===== config.mk =====
export PLATFORM = sky130hd
export DESIGN_NAME = clk_startup
export DESIGN_NICKNAME = d
export VERILOG_FILES = /design/src/hdl/clk_startup_pkg.sv /design/src/hdl/clk_startup.sv
export VERILOG_INCLUDE_DIRS = /design/src /design/src/hdl
export SDC_FILE = /design/constraint.sdc
export NUM_CORES = 1
export LEC_CHECK = 0
export ABC_AREA = 1
export BUFFER_PORTS_ARGS = -buffer_cell sky130_fd_sc_hd__buf_2
export CAP_MARGIN = 20
export CELL_PAD_IN_SITES_DETAIL_PLACEMENT = 1
export CELL_PAD_IN_SITES_GLOBAL_PLACEMENT = 1
export CORE_MARGIN = 2
export CORE_UTILIZATION = 39
export DETAILED_ROUTE_END_ITERATION = 8
export GPL_ROUTABILITY_DRIVEN = 0
export PLACE_DENSITY_LB_ADDON = 0.08
export SLEW_MARGIN = 20
export SYNTH_ARGS = -nofsm -noshare
export SYNTH_HDL_FRONTEND = slang
export SYNTH_SLANG_ARGS = --single-unit

===== constraint.sdc =====
create_clock -name clk_i -period 5.4 [get_ports clk_i]
set_clock_uncertainty 0.15 [all_clocks]
set_input_delay 0.54 -clock clk_i [delete_from_list [all_inputs] [get_ports clk_i]]
set_output_delay 0.54 -clock clk_i [all_outputs]
set_load 0.02 [all_outputs]

===== src/hdl/clk_startup_consts.svh =====
/*
  Constants for the clock source and start-up sequencer: register offsets,
  status fields, fuse codes, start-up cycle counts and reset delay times.
  Assumes a 10 MHz block clock (100 ns period) and a 32-bit wishbone bus.
*/
// Overview of operation
// - watch crystal: 1k/32k wake, 14CK plus ms reset
// - source fuses 0010 select calibrated RC oscillator
// - every reset loads factory byte into trim
// - RC source: 6CK wake, 14CK plus ms reset
// - reset pin disabled: code 00 gets 4.1 ms, except on the watch crystal
// - watchdog oscillator times reset while RC runs
// - trim register readable, writable, retunes oscillator
// - top trim bit picks low or high range
// - low seven trim bits tune within range
// - source fuses 0011 select 128 kHz oscillator
// - 128 kHz source: 6CK wake, 14CK plus ms reset
`ifndef CLK_STARTUP_CONSTS_SVH
`define CLK_STARTUP_CONSTS_SVH
`define CLK_NS          100
`define T_4P1MS_NS      4100000
`define T_65MS_NS       65000000
`define T_4MS_NS        4000000
`define T_64MS_NS       64000000
`define BASE_CK         20'h0000e
`define WAKE_SHORT_CK   20'h00006
`define WAKE_1K_CK      20'h00400
`define WAKE_32K_CK     32768
`define SRC_RC_CODE     4'h2
`define SRC_128K_CODE   4'h3
`define SRC_LF_CODE     3'h2
`define SUT_SHORT       2'h0
`define SUT_FAST        2'h1
`define SUT_SLOW        2'h2
`define SUT_RESERVED    2'h3
`define ADR_TRIM        8'h00
`define ADR_STATUS      8'h04
`define TRIM_RANGE_BIT  7
`define STAT_PHASE_LSB  0
`define STAT_SRC_LSB    2
`define STAT_SUT_LSB    4
`define STAT_LOWSEL_BIT 6
`define STAT_RSTDIS_BIT 7
`define STAT_ERR_BIT    8
`endif


===== src/hdl/clk_startup_pkg.sv =====
/*
  Types for the clock source and start-up sequencer: phases, sources,
  wishbone carriers and the packed state of the block.
  Assumes the constants header is included by the design file.
*/
package clk_startup_pkg;
  // sequencer phases
  typedef enum logic [1:0] {ST_RST_CK, ST_RST_MS, ST_RUN, ST_WAKE} phase_t;
  // selected system clock source
  typedef enum logic [1:0] {SRC_NONE, SRC_LF_XTAL, SRC_RC_OSC, SRC_KHZ128} source_t;
  // wishbone request from the master
  typedef struct packed {
    logic        cyc;
    logic        stb;
    logic        we;
    logic [7:0]  adr;
    logic [3:0]  sel;
    logic [31:0] dat;
  } wb_req_t;
  // wishbone answer to the master
  typedef struct packed {
    logic        ack;
    logic [31:0] dat;
  } wb_rsp_t;
  // whole state of the block
  typedef struct packed {
    phase_t      phase;
    logic [19:0] cnt;
    logic [7:0]  trim;
    source_t     src;
    logic [1:0]  startup_time_fuses;
    logic        low_sel;
    logic        rst_dis;
    logic        fuse_err;
    logic        ack;
    logic [31:0] dat;
  } state_t;
endpackage

===== src/hdl/clk_startup.sv =====
/*
  Clock source selection and start-up sequencer with the RC oscillator trim
  register, reached over a classic wishbone slave.
  Assumes fuse inputs are static and on this clock, clk_i keeps running as
  the watchdog time base through reset, and wake_req_i is a one-cycle pulse.
*/
// Our own choices: the placing of the registers and the Wishbone slave port.
`timescale 1ns/100ps
`include "clk_startup_consts.svh"

module clk_startup #(
  parameter logic [19:0] WAKE_32K_CYC = 20'(`WAKE_32K_CK),
  parameter logic [19:0] DLY_4P1_CYC  = 20'((`T_4P1MS_NS + `CLK_NS - 1) / `CLK_NS),
  parameter logic [19:0] DLY_65_CYC   = 20'((`T_65MS_NS + `CLK_NS - 1) / `CLK_NS),
  parameter logic [19:0] DLY_4_CYC    = 20'((`T_4MS_NS + `CLK_NS - 1) / `CLK_NS),
  parameter logic [19:0] DLY_64_CYC   = 20'((`T_64MS_NS + `CLK_NS - 1) / `CLK_NS)
) (
  input  wire logic                     clk_i,
  input  wire logic                     rst_i,
  input  wire logic                     ce_i,
  input  wire clk_startup_pkg::wb_req_t wb_i,
  output clk_startup_pkg::wb_rsp_t      wb_o,
  input  wire logic [3:0]               clock_source_select_fuses_i,
  input  wire logic [1:0]               startup_time_fuses_i,
  input  wire logic                     reset_pin_disable_fuse_i,
  input  wire logic [7:0]               factory_trim_i,
  input  wire logic                     wake_req_i,
  output logic                          sys_rst_o,
  output logic                          cpu_clk_en_o,
  output clk_startup_pkg::source_t      src_o,
  output logic                          rc_osc_en_o,
  output logic                          lf_osc_en_o,
  output logic                          khz_osc_en_o,
  output logic                          wdt_osc_en_o,
  output logic [7:0]                    trim_o,
  output logic                          trim_range_o,
  output logic [6:0]                    trim_fine_o,
  output logic                          fuse_err_o
);

  clk_startup_pkg::state_t  st;        // registered state
  clk_startup_pkg::state_t  next_st;   // next state
  logic [19:0]              ms_cyc;    // extra reset delay in cycles
  logic [19:0]              wake_cyc;  // wake-up cycle count
  logic [31:0]              status;    // status word as read
  logic                     bus_req;   // new bus request this cycle

  // fuse code to source; unknown codes give no source and flag an error
  function automatic clk_startup_pkg::source_t decode_src(input logic [3:0] f);
    clk_startup_pkg::source_t s;
    s = clk_startup_pkg::SRC_NONE;
    if (f == `SRC_RC_CODE) begin
      s = clk_startup_pkg::SRC_RC_OSC;
    end else if (f == `SRC_128K_CODE) begin
      s = clk_startup_pkg::SRC_KHZ128;
    end else if (f[3:1] == `SRC_LF_CODE) begin
      s = clk_startup_pkg::SRC_LF_XTAL;
    end
    return s;
  endfunction

  // extra reset delay chosen by the captured fuses
  always_comb begin
    ms_cyc = '0;
    case (st.startup_time_fuses)
      `SUT_FAST: begin
        // the 128 kHz source has its own rounder figure
        ms_cyc = (st.src == clk_startup_pkg::SRC_KHZ128) ? DLY_4_CYC : DLY_4P1_CYC;
      end
      `SUT_SLOW, `SUT_RESERVED: begin
        // reserved code falls back to the slow setting, safest choice
        ms_cyc = (st.src == clk_startup_pkg::SRC_KHZ128) ? DLY_64_CYC : DLY_65_CYC;
      end
      default: begin
        // shortest code; lengthened when the reset pin is gone, except on the watch crystal
        if (st.rst_dis && st.src != clk_startup_pkg::SRC_LF_XTAL) begin
          ms_cyc = DLY_4P1_CYC;
        end
      end
    endcase
  end

  // wake-up count from power-down and power-save
  always_comb begin
    wake_cyc = `WAKE_SHORT_CK;
    if (st.src == clk_startup_pkg::SRC_LF_XTAL) begin
      wake_cyc = st.low_sel ? WAKE_32K_CYC : `WAKE_1K_CK;
    end
  end

  // status word assembly
  always_comb begin
    status = '0;
    status[`STAT_PHASE_LSB +: 2] = st.phase;
    status[`STAT_SRC_LSB +: 2]   = st.src;
    status[`STAT_SUT_LSB +: 2]   = st.startup_time_fuses;
    status[`STAT_LOWSEL_BIT]     = st.low_sel;
    status[`STAT_RSTDIS_BIT]     = st.rst_dis;
    status[`STAT_ERR_BIT]        = st.fuse_err;
  end

  // a request is taken once; ack blocks the next cycle
  assign bus_req = wb_i.cyc && wb_i.stb && !st.ack;

  // next state: bus slave, sequencer, then reset load
  always_comb begin
    next_st     = st;
    next_st.ack = 1'b0;
    // bus slave, one cycle to ack
    if (bus_req) begin
      next_st.ack = 1'b1;
      next_st.dat = '0;
      case (wb_i.adr)
        `ADR_TRIM: begin
          next_st.dat = {24'h000000, st.trim};
          if (wb_i.we && wb_i.sel[0]) begin
            next_st.trim = wb_i.dat[7:0];
          end
        end
        `ADR_STATUS: begin
          // read only; writes are dropped
          next_st.dat = status;
        end
        default: begin
          // unmapped: ack with zero, nothing stored
          next_st.dat = '0;
        end
      endcase
    end
    // start-up sequencer
    case (st.phase)
      clk_startup_pkg::ST_RST_CK: begin
        // fixed cycle part of the reset delay
        if (st.cnt == '0) begin
          if (ms_cyc == '0) begin
            next_st.phase = clk_startup_pkg::ST_RUN;
          end else begin
            next_st.phase = clk_startup_pkg::ST_RST_MS;
            next_st.cnt   = ms_cyc - 20'h00001;
          end
        end else begin
          next_st.cnt = st.cnt - 20'h00001;
        end
      end
      clk_startup_pkg::ST_RST_MS: begin
        // time-out part, counted on the watchdog time base
        if (st.cnt == '0) begin
          next_st.phase = clk_startup_pkg::ST_RUN;
        end else begin
          next_st.cnt = st.cnt - 20'h00001;
        end
      end
      clk_startup_pkg::ST_RUN: begin
        // a wake pulse gates the core while the oscillator settles
        if (wake_req_i) begin
          next_st.phase = clk_startup_pkg::ST_WAKE;
          next_st.cnt   = wake_cyc - 20'h00001;
        end
      end
      clk_startup_pkg::ST_WAKE: begin
        // wake pulses here are absorbed, the count is not restarted
        if (st.cnt == '0) begin
          next_st.phase = clk_startup_pkg::ST_RUN;
        end else begin
          next_st.cnt = st.cnt - 20'h00001;
        end
      end
      default: begin
        next_st.phase = clk_startup_pkg::ST_RST_CK;
      end
    endcase
    // reset: capture fuses and reload the factory trim
    if (rst_i) begin
      next_st          = '0;
      next_st.phase    = clk_startup_pkg::ST_RST_CK;
      next_st.cnt      = `BASE_CK - 20'h00001;
      next_st.trim     = factory_trim_i;
      next_st.src      = decode_src(clock_source_select_fuses_i);
      next_st.startup_time_fuses      = startup_time_fuses_i;
      next_st.low_sel  = clock_source_select_fuses_i[0];
      next_st.rst_dis  = reset_pin_disable_fuse_i;
      next_st.fuse_err = (decode_src(clock_source_select_fuses_i) == clk_startup_pkg::SRC_NONE)
                      || (startup_time_fuses_i == `SUT_RESERVED);
    end
  end

  // state register; reset wins over a low clock enable
  always_ff @(posedge clk_i) begin
    if (rst_i || ce_i) begin
      st <= next_st;
    end
  end

  // outputs, all decoded from registered state
  assign wb_o.ack     = st.ack;
  assign wb_o.dat     = st.dat;
  assign sys_rst_o    = (st.phase == clk_startup_pkg::ST_RST_CK)
                     || (st.phase == clk_startup_pkg::ST_RST_MS);
  assign cpu_clk_en_o = (st.phase == clk_startup_pkg::ST_RUN);
  assign src_o        = st.src;
  // no valid source: run on RC so the part can still be reached
  assign rc_osc_en_o  = (st.src == clk_startup_pkg::SRC_RC_OSC)
                     || (st.src == clk_startup_pkg::SRC_NONE);
  assign lf_osc_en_o  = (st.src == clk_startup_pkg::SRC_LF_XTAL);
  assign khz_osc_en_o = (st.src == clk_startup_pkg::SRC_KHZ128);
  // watchdog oscillator stays on under RC and during the time-out
  assign wdt_osc_en_o = (st.src == clk_startup_pkg::SRC_RC_OSC)
                     || (st.phase == clk_startup_pkg::ST_RST_MS);
  assign trim_o       = st.trim;
  assign trim_range_o = st.trim[`TRIM_RANGE_BIT];
  assign trim_fine_o  = st.trim[6:0];
  assign fuse_err_o   = st.fuse_err;

  // checking helpers: elapsed reset and wake cycles
  logic [20:0] rst_el;   // enabled cycles spent in reset phases
  logic [19:0] wk_el;    // enabled cycles spent in wake phase
  logic [20:0] exp_rst;  // expected reset length from raw fuses
  logic [19:0] exp_ms;   // expected extra delay from raw fuses
  logic        f_lf;     // raw fuses pick the watch crystal
  logic        f_128;    // raw fuses pick the 128 kHz source

  assign f_lf  = (clock_source_select_fuses_i[3:1] == `SRC_LF_CODE);
  assign f_128 = (clock_source_select_fuses_i == `SRC_128K_CODE);

  // expected delay worked out straight from the fuse pins
  always_comb begin
    exp_ms = '0;
    if (startup_time_fuses_i == `SUT_FAST) begin
      exp_ms = f_128 ? DLY_4_CYC : DLY_4P1_CYC;
    end else if (startup_time_fuses_i[1]) begin
      exp_ms = f_128 ? DLY_64_CYC : DLY_65_CYC;
    end else if (reset_pin_disable_fuse_i && !f_lf) begin
      exp_ms = DLY_4P1_CYC;
    end
    exp_rst = 21'(`BASE_CK) + 21'(exp_ms);
  end

  // elapsed counters, frozen with the clock enable like the block
  always_ff @(posedge clk_i) begin
    if (rst_i) begin
      rst_el <= '0;
      wk_el  <= '0;
    end else if (ce_i) begin
      if (sys_rst_o) begin
        rst_el <= rst_el + 21'h000001;
      end
      wk_el <= (st.phase == clk_startup_pkg::ST_WAKE) ? wk_el + 20'h00001 : '0;
    end
  end
endmodule // clk_startup


Word level (Yosys, flattened, before mapping)
Cells that the tools add are included.
{"block": "totals", "regBits": 70, "in_bits": 66, "out_inout_bits": 58, "elab_cells": 83}
{"block": "classes", "addsub": 3, "eq_ne": 20, "mux": 24, "n_reduce_logical": 26}
{"op": "case mux 22 bit (3 select lines)", "count": 1}
{"op": "two-way mux 20 bit", "count": 3}
{"op": "subtractor 20 x 1 -> 20 bit (second input constant)", "count": 3}
{"op": "two-way mux 16 bit", "count": 3}
{"op": "two-way mux 48 bit", "count": 1}
{"op": "zero test 20 bit", "count": 2}
{"op": "case mux 20 bit (2 select lines)", "count": 1}
{"op": "two-way mux 33 bit", "count": 1}
{"op": "two-way mux 14 bit", "count": 2}
{"op": "two-way mux 8 bit", "count": 3}
{"op": "two-way mux 22 bit", "count": 1}
{"op": "case mux 9 bit (2 select lines)", "count": 1}
{"op": "equality test 2 bit (second input constant)", "count": 7}
{"op": "two-way mux 2 bit", "count": 6}
{"op": "AND reduction 4 bit", "count": 3}
{"op": "!= test 3 bit (second input constant)", "count": 3}
{"op": "equality test 4 x 2 -> 1 bit (second input constant)", "count": 2}
{"op": "equality test 8 x 3 -> 1 bit (second input constant)", "count": 1}
{"op": "zero test 8 bit", "count": 1}
{"op": "equality test 2 x 1 -> 1 bit (second input constant)", "count": 3}
{"op": "zero test 2 bit", "count": 3}
{"op": "nonzero test 2 bit", "count": 3}
{"op": "logical OR 1 bit", "count": 5}
{"op": "logical AND 1 bit", "count": 4}
{"op": "8 further kinds", "count": 10}

Depth between registers and ports, before layout
{"block": "depth", "word_depth": 8, "ltp_mapped": 15, "depth_no_buf": 15}

Least setup slack after synthesis
No wires, ideal clock.
{"block": "synth_timing", "path_type": "reg2reg", "from": "reg st, in the netlist src_o[0]", "to": "reg st[48] (netlist name) (enable)", "setup_ps": 409, "t_arrival_ps": 2601, "required_ps": 4841, "slack_ps": 2239, "path_stages_with_launch": 11, "path_buffers": 0, "period_less_slack_ps": 3161, "path_cell_list": "edfxtp_1 > nand2_1 > inv_1 > o21ai_0 > a21oi_1 > nor2_1 > inv_1 > ha_1 > nand2_1 > o21ai_0 > a31oi_1"}
{"block": "synth_via", "word_cells_on_any_way": 10, "classes_between": "3 x eq/ne; 4 x mux; 3 x reduce/logical"}
{"element": "from (decl)", "line": "clk_startup.sv:41", "rtl": "clk_startup_pkg::state_t st;"}
{"element": "from (signal assigned)", "line": "clk_startup.sv:190", "rtl": "st <= next_st;"}
{"element": "equality test 2 bit (*)"}
{"element": "named net khz_osc_en_o", "line": "clk_startup.sv:33", "rtl": "output logic khz_osc_en_o,"}
{"element": "two-way mux 14 bit (on tied branches)", "line": "clk_startup.sv:68, clk_startup.sv:72"}
{"element": "case mux 20 bit (2 select lines) (*)", "line": "clk_startup.sv:65", "rtl": "case (st.startup_time_fuses)"}
{"element": "zero test 20 bit (*)", "line": "clk_startup.sv:135", "rtl": "if (ms_cyc == '0) begin"}
{"element": "!= test 4 bit (no line) (*)"}
{"element": "AND reduction 4 bit (no line) (*)"}
The timed path passes the listed nets; every way through them passes the cells marked *.
A chain may end at the register's enable or synchronous reset.

Worst setup path in the final report
{"block": "layout_timing", "from": "reg st[37] (netlist name)", "to": "reg st[49] (netlist name) (enable)"}
{"block": "layout_via", "elab_chain_len": 6, "word_cells_on_any_way": 8, "classes_between": "4 x eq/ne; 1 x mux; 3 x reduce/logical"}
{"element": "equality test 2 bit", "line": "clk_startup.sv:65"}
{"element": "OR reduction 2 bit"}
{"element": "case mux 20 bit (2 select lines) (*)", "line": "clk_startup.sv:65"}
{"element": "zero test 20 bit (*)", "line": "clk_startup.sv:135"}
{"element": "!= test 4 bit (no line) (*)"}
{"element": "AND reduction 4 bit (no line) (*)"}
Every way passes the cells marked *; elsewhere a longest branch is shown, timed or not.

==> qor.csv <==
stage,metric,value,unit
outcome,status,finished clean,
placement,dp_hpwl,7.77,mm
sta,period_minus_slack,2870,ps
sta,setup_viol,0,
global_routing,grt_overflow,0,
clock_network,clkSinkCount,47,
cells_and_area,syn_to_final_growth,8.51,%
synthesis,yosysTopAreaCellShare,38.0,%
power_and_ir_drop,fin_total_pwr,1.00,mW
route,remaining_drc_errors,0,
clock_network,root_buffer,clkbuf_8,
clock_network,post_cts_buffers,0,
route,wirelength,9.88,mm
synthesis,synthesis.area,3720,sq um
cells_and_area,drive_gt1_share,24.7,%
synthesis,ys_types,39,
sta,relSlewSlack,51.5,%
synthesis,post-synth-top-count-cell,nand2_1,
synthesis,synth_compound_area_share,6.83,%
cells_and_area,diodes,0,
power_and_ir_drop,pwr-share-clk,22.6,%
die,core_region_area,9240,sq um
placement,port_buffers,73,
synthesis,synth_mux_area_share,0.269,%
synthesis,yosysWarningCount,0,
synthesis,yosys.area_share.xor_xnor,2.36,%
synthesis,synth-seq-cells,47,
die,die-area,10300,sq um
global_routing,grt_use_total,20.4,%
power_and_ir_drop,switching_share,37.4,%
die,die_w,102,microns
sta,rsz0062_at_grt,false,
clock_network,cts_buffers,5,
critical_path,critPathArrivalTime,2700,ps
synthesis,synth_top_family_by_area,simple AND/OR/NAND/NOR gates,
worst_hold_path,hold_start,startup_time_fuses_i[1],
sta,slew_violations,0,
route,wire_per_inst,15.1,microns
route,first_pass_iters,4,
route,drt_iter0_drc,81,
power_and_ir_drop,power.leakage,1.99,nW
synthesis,avgSynthCellArea,7.76,sq um
clock_network,clk_latency,310,ps
global_routing,grt_pass1_vias,3263,
synthesis,synth_top_area_cell,edfxtp_1,
route,avgViaCountPerCell,4.82,
die,ioPinCount,124,
worst_hold_path,holdCritPathClass,input pin to register,
power_and_ir_drop,p_sw,375,uW
critical_path,required,5240,ps
sta,whs,268,ps
critical_path,worst_setup_path_end_kind,register,
synthesis,synth_fa_ha_area_share,1.35,%
clock_network,clk_pin_slew,100,ps
cells_and_area,multi_input_area,1800,sq um
clock_network,cts_tree,yes,
synthesis,synthArstFlopShare,0,%
global_routing,grt_max_degree,37,
die,start_util,40.2,%
synthesis,synth_ff_type,edfxtp_1,
flow_run,maxCapViolCount,0,
critical_path,crit_path_start_kind,register,
power_and_ir_drop,p_int,627,uW
synthesis,synthTopCellsByCount,"149 x nand2_1, 50 x buf_4, 47 x edfxtp_1, 46 x inv_1",
synthesis,yosysSeqAreaShare,38.0,%
sta,finalHoldViolations,0,
clock_network,ctsHoldBuffers,0,
power_and_ir_drop,p_per_area,248,nW/um^2
power_and_ir_drop,power_frac_comb,29.2,%
synthesis,synth-simple-area-share,35.0,%
critical_path,worstPathMaxFanout,20,
critical_path,critPathKind,register to register,
die,placement_rows,35,
cells_and_area,final.fill_count,1229,
global_routing,antenna_found_initial,0,
power_and_ir_drop,ir_worst_vdd,0.102,mV
critical_path,r2r_start,st[37],
route,num_vias,3165,
sta,fmaxAchievable,349,MHz
clock_network,clk_path_buf_depth,2,
route,antenna_left,0,
cells_and_area,nNetsFinal,596,
power_and_ir_drop,pwr-share-seq,48.2,%
cells_and_area,regArea,1410,sq um
sta,period_share,53.1,%
placement,placed_cell_area,3940,sq um
critical_path,startpoint,st[37],
clock_network,htreeDepth,2,
synthesis,yosys-top-cells-area,"edfxtp_1 38%, nand2_1 15%, buf_4 10%",
sta,tns,0,ps
clock_network,cts_resized,0,
cells_and_area,stdcell_area,4040,sq um
sta,worst_slew_pin_slew,727,ps
global_routing,grt_pass1_wl,16.4,mm
synthesis,synth-edff-count,47,
die,die_h,102,microns
synthesis,syn_inst,479,
==> layout make-up <==
type	instances	area share [%]
Sequential cell	47	35.0
Multi-Input combinational cell	347	44.5
Timing Repair Buffer	77	9.80
Clock buffer	5	1.71
Clock inverter	3	0.558
Inverter	48	4.47
Tap cell	129	4.00
==> power by group through the flow <==
stage / Sequential (mW) / Combinational [mW] / Clock (mW)
2_1_floorplan: 0.478 / 0.245 / 0
3_3_place_gp: 0.490 / 0.286 / 0
5_1_grt: 0.489 / 0.328 / 0.248
4_1_cts: 0.483 / 0.295 / 0.235
6_report: 0.483 / 0.292 / 0.227
3_5_place_dp: 0.492 / 0.293 / 0
==> worst max-delay path, cell delays in order, from the launching register on <==
cell,delay (ps)
edfxtp_1,460
inv_1,170
nand2_1,130
nor2_1,270
a21oi_1,80
nor2_1,150
inv_1,100
ha_1,220
nand2_1,170
o21ai_0,150
a31oi_2,160
buf_4,330
==> cells in the final DEF (no fill, tap or decap), types with 9 or more instances in the layout <==
| master | synthesis | final |
|---|---|---|
| a21oi_1 | 24 | 24 |
| buf_2 | 3 | 73 |
| conb_1 | 1 | 23 |
| edfxtp_1 | 47 | 47 |
| inv_1 | 46 | 46 |
| nand2_1 | 149 | 149 |
| nand3_1 | 33 | 33 |
| nor2_1 | 33 | 33 |
| nor2_2 | 9 | 9 |
| o21ai_0 | 10 | 10 |
==> registers in the layout, summed over array words and instances (netlist names) <==
| name | count |
|---|---|
| fuse_err_o | 1 |
| src_o | 2 |
| st | 26 |
| trim_o | 8 |
| wb_o | 10 |
==> stage by stage <==
stage | setup WS [ps] | util (%) | cells
2_1_floorplan | 2240 | - | 501
3_3_place_gp | 2590 | 42.7 | 648
3_5_place_dp | 2550 | 42.7 | 648
4_1_cts | 2530 | 43.7 | 656
5_1_grt | 2270 | 43.7 | 656
6_report | 2530 | 43.7 | 656
==> worst paths after layout <==
kind / endpoint / slack, ps / cells past startpoint
worst min-delay path: st[37] / 270 / 1
worst max register to register: st[49] / 2530 / 11
worst max-delay path: st[49] / 2530 / 11
worst min register to register: st[48] / 450 / 1
==> cell families (layout without fill, tap and decap cells) <==
logic type | Yosys count | after routing
xor gates and xnor gates | 10 | 10
adders and majority gates | 4 | 4
buffers and inverters | 107 | 133
other | 1 | 23
and+or+nand+nor | 264 | 264
muxes | 1 | 1
DFF | 47 | 47
AOI/OAI and AO/OA | 45 | 45
==> metal layers <==
| layer | GRT usage [%] | share of wire (%) | up-vias |
|---|---|---|---|
| met4 | 4.37 | 0.95 | 0 |
| li1 | - | - | 1570 |
| met2 | 36.5 | 49 | 63 |
| met1 | 27.1 | 47 | 1525 |
| met3 | 1.24 | 3.0 | 7 |
| met5 | 0 | 0 | - |
(Power assumes the default switching activity.)
